$ cat config.mk
export PLATFORM = sky130hd
export DESIGN_NAME = ivam_map
export DESIGN_NICKNAME = d
export VERILOG_FILES = /design/src/hdl/ivam_pkg.sv /design/src/hdl/ivam_map.sv
export SDC_FILE = /design/constraint.sdc
export NUM_CORES = 1
export LEC_CHECK = 0
export BUFFER_PORTS_ARGS = -buffer_cell sky130_fd_sc_hd__buf_2
export CORE_MARGIN = 8
export CORE_UTILIZATION = 46
export CTS_BUF_LIST = sky130_fd_sc_hd__clkbuf_4
export CTS_CLUSTER_SIZE = 24
export DETAILED_ROUTE_END_ITERATION = 10
export PLACE_DENSITY = 0.86
export SYNTH_ARGS = -nofsm -noshare
export SYNTH_HDL_FRONTEND = slang
export SYNTH_SLANG_ARGS = --single-unit
$ cat constraint.sdc
create_clock -name core_clk -period 0.8 [get_ports core_clk]
set_input_delay 0.12 -clock core_clk [delete_from_list [all_inputs] [get_ports core_clk]]
set_output_delay 0.12 -clock core_clk [all_outputs]
set_load 0.01 [all_outputs]
$ cat src/hdl/ivam_pkg.sv
// package for the interrupt vector address map: variants, vector numbers, widths
`default_nettype none

package ivam_pkg;

	// ========================================
	// device variants
	typedef enum logic [1:0] {
		IVAM_SMALL,
		IVAM_MID,
		IVAM_LARGE
	} ivam_variant_t;

	// ========================================
	// widths
	localparam int ADDR_W   = 14;
	localparam int NUM_IRQ  = 25;
	localparam int VEC_W    = 5;

	// ========================================
	// vector numbers (vector 1 is reset, table index = number - 1)
	localparam logic [VEC_W-1:0] VEC_RESET      = 5'h01;
	localparam logic [VEC_W-1:0] VEC_FIRST_IRQ  = 5'h02;
	localparam logic [VEC_W-1:0] VEC_LAST_IRQ   = 5'h1A;

	// word addresses of table entries with a one-word slot
	localparam logic [ADDR_W-1:0] ADDR_RESET    = 14'h0000;
	localparam logic [ADDR_W-1:0] ADDR_ZERO     = 14'h0000;

	// slot widths in instruction words
	localparam logic [1:0] SLOT_ONE = 2'h1;
	localparam logic [1:0] SLOT_TWO = 2'h2;

	// default boot region start, word address (arbitrary plain default)
	localparam logic [ADDR_W-1:0] BOOT_START_DEF = 14'h1C00;

	// irq bit positions in the request vector (bit i = vector i+2)
	localparam int IRQ_EXT_ZERO      = 0;
	localparam int IRQ_EXT_ONE       = 1;
	localparam int IRQ_PC_ZERO       = 2;
	localparam int IRQ_PC_ONE        = 3;
	localparam int IRQ_PC_TWO        = 4;
	localparam int IRQ_WDOG          = 5;
	localparam int IRQ_TB8_MATCH_A   = 6;
	localparam int IRQ_TB8_MATCH_B   = 7;
	localparam int IRQ_TB8_OVF       = 8;
	localparam int IRQ_TW16_CAPTURE  = 9;
	localparam int IRQ_TW16_MATCH_A  = 10;
	localparam int IRQ_TW16_MATCH_B  = 11;
	localparam int IRQ_TW16_OVF      = 12;
	localparam int IRQ_TA8_MATCH_A   = 13;
	localparam int IRQ_TA8_MATCH_B   = 14;
	localparam int IRQ_TA8_OVF       = 15;
	localparam int IRQ_SPI_DONE      = 16;
	localparam int IRQ_USART_RX      = 17;
	localparam int IRQ_USART_TX_EMPTY = 18;
	localparam int IRQ_USART_TX      = 19;
	localparam int IRQ_ADC_DONE      = 20;
	localparam int IRQ_EEPROM_READY  = 21;
	localparam int IRQ_ANALOG_COMP   = 22;
	localparam int IRQ_TWO_WIRE      = 23;
	localparam int IRQ_STORE_READY   = 24;

endpackage : ivam_pkg

`default_nettype wire

$ cat src/hdl/ivam_map.sv
// vector address map: picks the reset or highest-priority interrupt and forms its fetch address
//
// Overview of operation
// RL1: slot is one word, two on largest
// RL2: smallest variant: reset and table at zero
// RL3: larger variants: fuse picks reset location
// RL4: larger variants: relocate bit picks table base
// RL5: vector 1 at zero serves all resets
// RL6: vectors 2-7: ext irqs, pin changes, watchdog
// RL7: vectors 8-10: second 8-bit timer
// RL8: vectors 11-14: 16-bit timer
// RL9: vectors 15-17: first 8-bit timer
// RL10: vectors 18-21: spi and usart events
// RL11: vectors 22-26: adc, eeprom, comparator, twi, store
// RL12: relocate bit offsets interrupts, not reset
// RL13: fuse 0 boots at boot address
// RL14: reset first, then lowest vector number
// RL15: address = base + index times slot width
`default_nettype none

module ivam_map
	import ivam_pkg::*;
#(
	parameter ivam_pkg::ivam_variant_t        VARIANT    = ivam_pkg::IVAM_LARGE,
	parameter logic [ivam_pkg::ADDR_W-1:0]    BOOT_START = ivam_pkg::BOOT_START_DEF
) (
	input  wire logic                          core_clk,
	input  wire logic                          nrst,
	input  wire logic                          reset_req,
	input  wire logic [ivam_pkg::NUM_IRQ-1:0]  irq_req,
	input  wire logic                          boot_reset_fuse,
	input  wire logic                          vector_relocate_bit,
	output var  logic                          vec_valid,
	output var  logic                          vec_is_reset,
	output var  logic [ivam_pkg::VEC_W-1:0]    vec_num,
	output var  logic [ivam_pkg::ADDR_W-1:0]   vec_addr
);
	import ivam_pkg::*;

	// ========================================
	// address arithmetic
	// base plus (number - 1) slots; the multiply is at most by two so it stays a shift
	function automatic logic [ADDR_W-1:0] slot_addr(
		input logic [ADDR_W-1:0] base,
		input logic [VEC_W-1:0]  num,
		input logic [1:0]        slot
	);
		logic [ADDR_W-1:0] idx;
		idx = ADDR_W'(num - VEC_RESET);
		slot_addr = (slot == SLOT_TWO) ? ADDR_W'(base + (idx << 1)) : ADDR_W'(base + idx); // RL15
	endfunction : slot_addr

	// ========================================
	// variant decode
	wire logic              has_boot  = (VARIANT != IVAM_SMALL);                      // RL2
	wire logic [1:0]        slot_w    = (VARIANT == IVAM_LARGE) ? SLOT_TWO : SLOT_ONE; // RL1

	// reset base: the fuse is active low, programmed means boot region
	wire logic [ADDR_W-1:0] reset_base =
		(has_boot && !boot_reset_fuse) ? BOOT_START : ADDR_ZERO;                        // RL3 RL13

	// table base: relocation moves interrupts only, the reset slot keeps reset_base
	wire logic [ADDR_W-1:0] table_base =
		(has_boot && vector_relocate_bit) ? BOOT_START : ADDR_ZERO;                     // RL4 RL12

	// ========================================
	// vector table, one-word slot addresses before scaling and relocation
	//  1 0x000 reset: pin, power-on, brown-out, watchdog system reset
	//  2 0x001 ext_irq_zero
	//  3 0x002 ext_irq_one
	//  4 0x003 pin_change_group_zero
	//  5 0x004 pin_change_group_one
	//  6 0x005 pin_change_group_two
	//  7 0x006 watchdog_timeout_irq
	//  8 0x007 timer_b8_match_a
	//  9 0x008 timer_b8_match_b
	// 10 0x009 timer_b8_overflow
	// 11 0x00A timer_w16_capture
	// 12 0x00B timer_w16_match_a
	// 13 0x00C timer_w16_match_b
	// 14 0x00D timer_w16_overflow
	// 15 0x00E timer_a8_match_a
	// 16 0x00F timer_a8_match_b
	// 17 0x010 timer_a8_overflow
	// 18 0x011 spi_xfer_done
	// 19 0x012 usart_rx_done
	// 20 0x013 usart_tx_buffer_empty
	// 21 0x014 usart_tx_done
	// 22 0x015 converter_done
	// 23 0x016 eeprom_ready_irq
	// 24 0x017 analog_comp_irq
	// 25 0x018 two_wire_serial_irq
	// 26 0x019 program_store_ready_irq

	// placement in the two larger variants:
	//  fuse 1, relocate 0: reset at zero, table at zero
	//  fuse 1, relocate 1: reset at zero, table at boot start
	//  fuse 0, relocate 0: reset at boot start, table at zero
	//  fuse 0, relocate 1: reset and table at boot start
	// mixed settings leave unused table slots free for plain code

	// ========================================
	// request sources by name; each line pins one source to its slot
	// external lines, pin changes and the watchdog time-out
	wire logic ext_irq_zero            = irq_req[IRQ_EXT_ZERO];       // RL6
	wire logic ext_irq_one             = irq_req[IRQ_EXT_ONE];        // RL6
	wire logic pin_change_group_zero   = irq_req[IRQ_PC_ZERO];        // RL6
	wire logic pin_change_group_one    = irq_req[IRQ_PC_ONE];         // RL6
	wire logic pin_change_group_two    = irq_req[IRQ_PC_TWO];         // RL6
	wire logic watchdog_timeout_irq    = irq_req[IRQ_WDOG];           // RL6

	// second 8-bit timer
	wire logic timer_b8_match_a        = irq_req[IRQ_TB8_MATCH_A];    // RL7
	wire logic timer_b8_match_b        = irq_req[IRQ_TB8_MATCH_B];    // RL7
	wire logic timer_b8_overflow       = irq_req[IRQ_TB8_OVF];        // RL7

	// 16-bit timer
	wire logic timer_w16_capture       = irq_req[IRQ_TW16_CAPTURE];   // RL8
	wire logic timer_w16_match_a       = irq_req[IRQ_TW16_MATCH_A];   // RL8
	wire logic timer_w16_match_b       = irq_req[IRQ_TW16_MATCH_B];   // RL8
	wire logic timer_w16_overflow      = irq_req[IRQ_TW16_OVF];       // RL8

	// first 8-bit timer
	wire logic timer_a8_match_a        = irq_req[IRQ_TA8_MATCH_A];    // RL9
	wire logic timer_a8_match_b        = irq_req[IRQ_TA8_MATCH_B];    // RL9
	wire logic timer_a8_overflow       = irq_req[IRQ_TA8_OVF];        // RL9

	// serial units
	wire logic spi_xfer_done           = irq_req[IRQ_SPI_DONE];       // RL10
	wire logic usart_rx_done           = irq_req[IRQ_USART_RX];       // RL10
	wire logic usart_tx_buffer_empty   = irq_req[IRQ_USART_TX_EMPTY]; // RL10
	wire logic usart_tx_done           = irq_req[IRQ_USART_TX];       // RL10

	// converter, eeprom, comparator, two-wire and program store
	wire logic converter_done          = irq_req[IRQ_ADC_DONE];       // RL11
	wire logic eeprom_ready_irq        = irq_req[IRQ_EEPROM_READY];   // RL11
	wire logic analog_comp_irq         = irq_req[IRQ_ANALOG_COMP];    // RL11
	wire logic two_wire_serial_irq     = irq_req[IRQ_TWO_WIRE];       // RL11
	wire logic program_store_ready_irq = irq_req[IRQ_STORE_READY];    // RL11

	// ordered request vector, lowest vector number in bit 0
	wire logic [NUM_IRQ-1:0] ordered_req = {
		program_store_ready_irq,
		two_wire_serial_irq,
		analog_comp_irq,
		eeprom_ready_irq,
		converter_done,
		usart_tx_done,
		usart_tx_buffer_empty,
		usart_rx_done,
		spi_xfer_done,
		timer_a8_overflow,
		timer_a8_match_b,
		timer_a8_match_a,
		timer_w16_overflow,
		timer_w16_match_b,
		timer_w16_match_a,
		timer_w16_capture,
		timer_b8_overflow,
		timer_b8_match_b,
		timer_b8_match_a,
		watchdog_timeout_irq,
		pin_change_group_two,
		pin_change_group_one,
		pin_change_group_zero,
		ext_irq_one,
		ext_irq_zero
	};

	// ========================================
	// priority: lowest bit (lowest vector number) wins; the loop runs downwards
	// so the last hit is the lowest set bit, vectors 2..26 for bits 0..24
	logic [VEC_W-1:0] pick_num;
	logic             pick_any;
	always_comb begin
		pick_num = VEC_RESET;
		pick_any = 1'b0;
		for (int i = NUM_IRQ - 1; i >= 0; i--) begin
			if (ordered_req[i]) begin
				pick_num = VEC_W'(i + 2); // RL14
				pick_any = 1'b1;
			end
		end
	end

	// reset outranks any interrupt
	wire logic              next_valid    = reset_req || pick_any;               // RL14
	wire logic              next_is_reset = reset_req;
	wire logic [VEC_W-1:0]  next_num      = reset_req ? VEC_RESET : pick_num;    // RL5 RL14
	wire logic [ADDR_W-1:0] next_addr     = reset_req ?
		ADDR_W'(reset_base + ADDR_RESET) :                                      // RL5
		slot_addr(table_base, pick_num, slot_w);                                // RL15

	// ========================================
	// registered outputs, one cycle after the request

	// offer flag; the core fetches only while it is high
	always_ff @(posedge core_clk or negedge nrst) begin
		if (!nrst) begin
			vec_valid <= 1'b0;
		end else begin
			vec_valid <= next_valid;
		end
	end

	// reset marker, so the core can tell a restart from a call
	always_ff @(posedge core_clk or negedge nrst) begin
		if (!nrst) begin
			vec_is_reset <= 1'b0;
		end else begin
			vec_is_reset <= next_is_reset;
		end
	end

	// vector number, zero when nothing is offered
	always_ff @(posedge core_clk or negedge nrst) begin
		if (!nrst) begin
			vec_num <= '0;
		end else begin
			vec_num <= next_valid ? next_num : '0;
		end
	end

	// fetch address, zero when nothing is offered
	always_ff @(posedge core_clk or negedge nrst) begin
		if (!nrst) begin
			vec_addr <= '0;
		end else begin
			vec_addr <= next_valid ? next_addr : '0;
		end
	end

endmodule : ivam_map

`default_nettype wire

==> impl_metrics.ini <==
[outcome]
status = finished, violations left
failed_checks = negative setup slack

[global_route]
grt-ovfl-total = 0
grt_pass1_vias = 1186
antenna_found_initial = 0
grt_max_degree = 17
grt_use_total_pct = 17.8
grt_pass1_wl_um = 5060

[die]
row_count = 16
fp.dieW_um = 61.9
core_um2 = 1980
die_y_um = 61.9
ios = 51
start_util_pct = 49.0
dieArea_um2 = 3840

[synth]
synth_seq_cells = 16
synth_ff_type = dfrtp_1
yosysTopAreaCellShare_pct = 41.2
seq_area_frac_synth_pct = 41.2
synth_most_common_cell = nor2_1
synth_area_um2 = 971
synth_top_area_cell = dfrtp_1
synth_warnings = 0
synth-async-reset-ratio_pct = 100
synth_cells = 109
ys_types = 38
synth_area_leaders = dfrtp_1 41%, nor2_1 7.3%, buf_4 3.9%
synth_edf_count = 0
postSynthAreaPerCell_um2 = 8.91
synthTopCellsByCount = 19 x nor2_1, 16 x dfrtp_1, 8 x inv_1

[worst_setup_path]
critPathArrivalTime_ns = 1.88
cpPeakStageDelay_ns = 0.30
cp-end-kind = flop
start_kind = input pin
path_max_fanout = 3
crit_family = compound AO/OA/AOI/OAI gates
worstSetupPathType = in2reg
cp_slowest_cell = o211ai_1
cp_cell_sequence = buf_2 -> buf_6 -> nor2_1 -> nand2_1 -> o211ai_1 -> o311a_1 -> ha_1 -> nand3b_1 -> mux2i_1 -> nor2_1
critPathRequiredTime_ns = 0.97
critPathMostFrequentCell = nor2_1
cp_num_buf_inv = 2

[clocking]
h-tree-depth = 1
cts_max_path_buffers = 2
cts_tree = yes
cts_root_buf = clkbuf_4
clock-sinks = 16
numCtsBuffers = 3
path_clk_slew_ns = 0.09

[power_and_ir_drop]
internal-power_mw = 1.32
clkPwrFrac_pct = 22.3
p_leak_nw = 0.850
powerDensity_nw_per_um2 = 1100
pwr-share-comb_pct = 32.8
power_frac_seq_pct = 44.9
ir_drop_mv = 1.10
power.switching_uw = 593
switching_share_pct = 31.0

[sta]
min_period_ns = 1.71
setup_viol = 33
rsz0062_at_grt = true
timing.final.hold_violations = 0
fin_ws_ns = -0.911
finalCritPeriodShare_pct = 214
slew_violations = 0
fmax_mhz = 585

[finish]
final_layout_size_suffix_gt1_share_pct = 58.4
area_delta_synth_final_pct = 79.4
antennaDiodeCount = 0
finish.net_count = 224
design_area_um2 = 1740

[detailed_routing]
viasPerCell = 6.09
num_vias = 1321
wl_um = 4560
drt_iter0_markers = 72
ant_nets = 0
drc_errors = 0
wire_per_inst_um = 21.0
drt_first_pass_iters = 4

[flow_run]
maxCapViolations = 0

[place]
placed_area_um2 = 1460
dp_hpwl_um = 2350
port_buffers = 49
routabilityCongestion = 0.841
dp_worst_setup_slack_ns = -1.03

[min_path]
hold_class = in2reg
-- kinds of logic (layout without fill, tap and decap cells) --
kind of cell               after synthesis  after routing  synth area share, %
xor gates and xnor gates                 1              1                0.902
muxes                                    1              1                 1.03
buffers and inverters                   14             93                 7.35
other                                    2              4                0.773
and+or+nand+nor                         49             49                 27.8
AOI/OAI and AO/OA                       23             23                 17.0
adders and majority gates                3              3                 3.87
DFF                                     16             16                 41.2
-- repair_timing --
action	4_1_cts	5_1_grt
setup endpoints to repair	33	33
pin swaps	11	15
hold buffers	1	0
resized for setup	14	32
setup buffers	2	3
endpoints found under the hold margin	16	0
-- routing by layer --
layer	part of all wire [%]	vias to the layer above	routed length, um	GRT usage, %
met5	0	-	0	0
met4	8.2	0	372	10.1
met3	8.2	38	375	3.70
met2	50	115	2290	32.9
met1	33	618	1510	17.9
li1	-	550	-	-
-- worst paths after layout --
kind	cells past startpoint	from	end	slack [ns]
max	10	irq_req[8]	vec_addr[5]	-0.91
min	2	reset_req	vec_valid	0.12
max in group asynchronous	2	nrst	vec_is_reset	0.28
min in group asynchronous	2	nrst	vec_num[2]	0.26
-- through the flow --
stage               instances  total power [mW]  setup TNS (ns)  util [%]  hold WS [ns]
floorplan                 111              1.06           -6.38         -        -0.176
global placement          208              1.31           -9.47      73.6        0.0317
detailed placement        208              1.33          -10.37      73.6        0.0375
CTS                       215              1.77           -8.15      79.4        0.0851
global route              217              2.01          -10.36      87.9         0.118
finish                    217              1.91           -9.41      87.9         0.123
-- flip-flops by register name, indices dropped and copies added (netlist names) --
name	count
vec_num	5
vec_valid	1
vec_addr	9
vec_is_reset	1
-- final cells by class --
class / count / area [um2]
Clock inverter: 1 / 3.75
Sequential cell: 16 / 400
Timing Repair Buffer: 80 / 561
Clock buffer: 3 / 22.5
Inverter: 9 / 33.8
Fill cell: 92 / 240
Tap cell: 27 / 33.8
Multi-Input combinational cell: 81 / 687
-- placed cells by master, fill, tap and decap left out, types with 4 or more instances in the layout --
master,n
inv_1,7
conb_1,4
dfrtp_1,16
buf_6,14
nor4_4,4
a21oi_1,5
buf_2,41
buf_4,23
nand2_1,4
nor2_1,16
-- power by group through the flow --
stage	Sequential [mW]	Combinational [mW]	Clock, mW
finish	0.858	0.626	0.426
global route	0.861	0.658	0.487
floorplan	0.895	0.162	0
global placement	0.869	0.445	0
CTS	0.855	0.491	0.424
detailed placement	0.872	0.462	0
No activity file was read; power rests on OpenSTA's default activity.
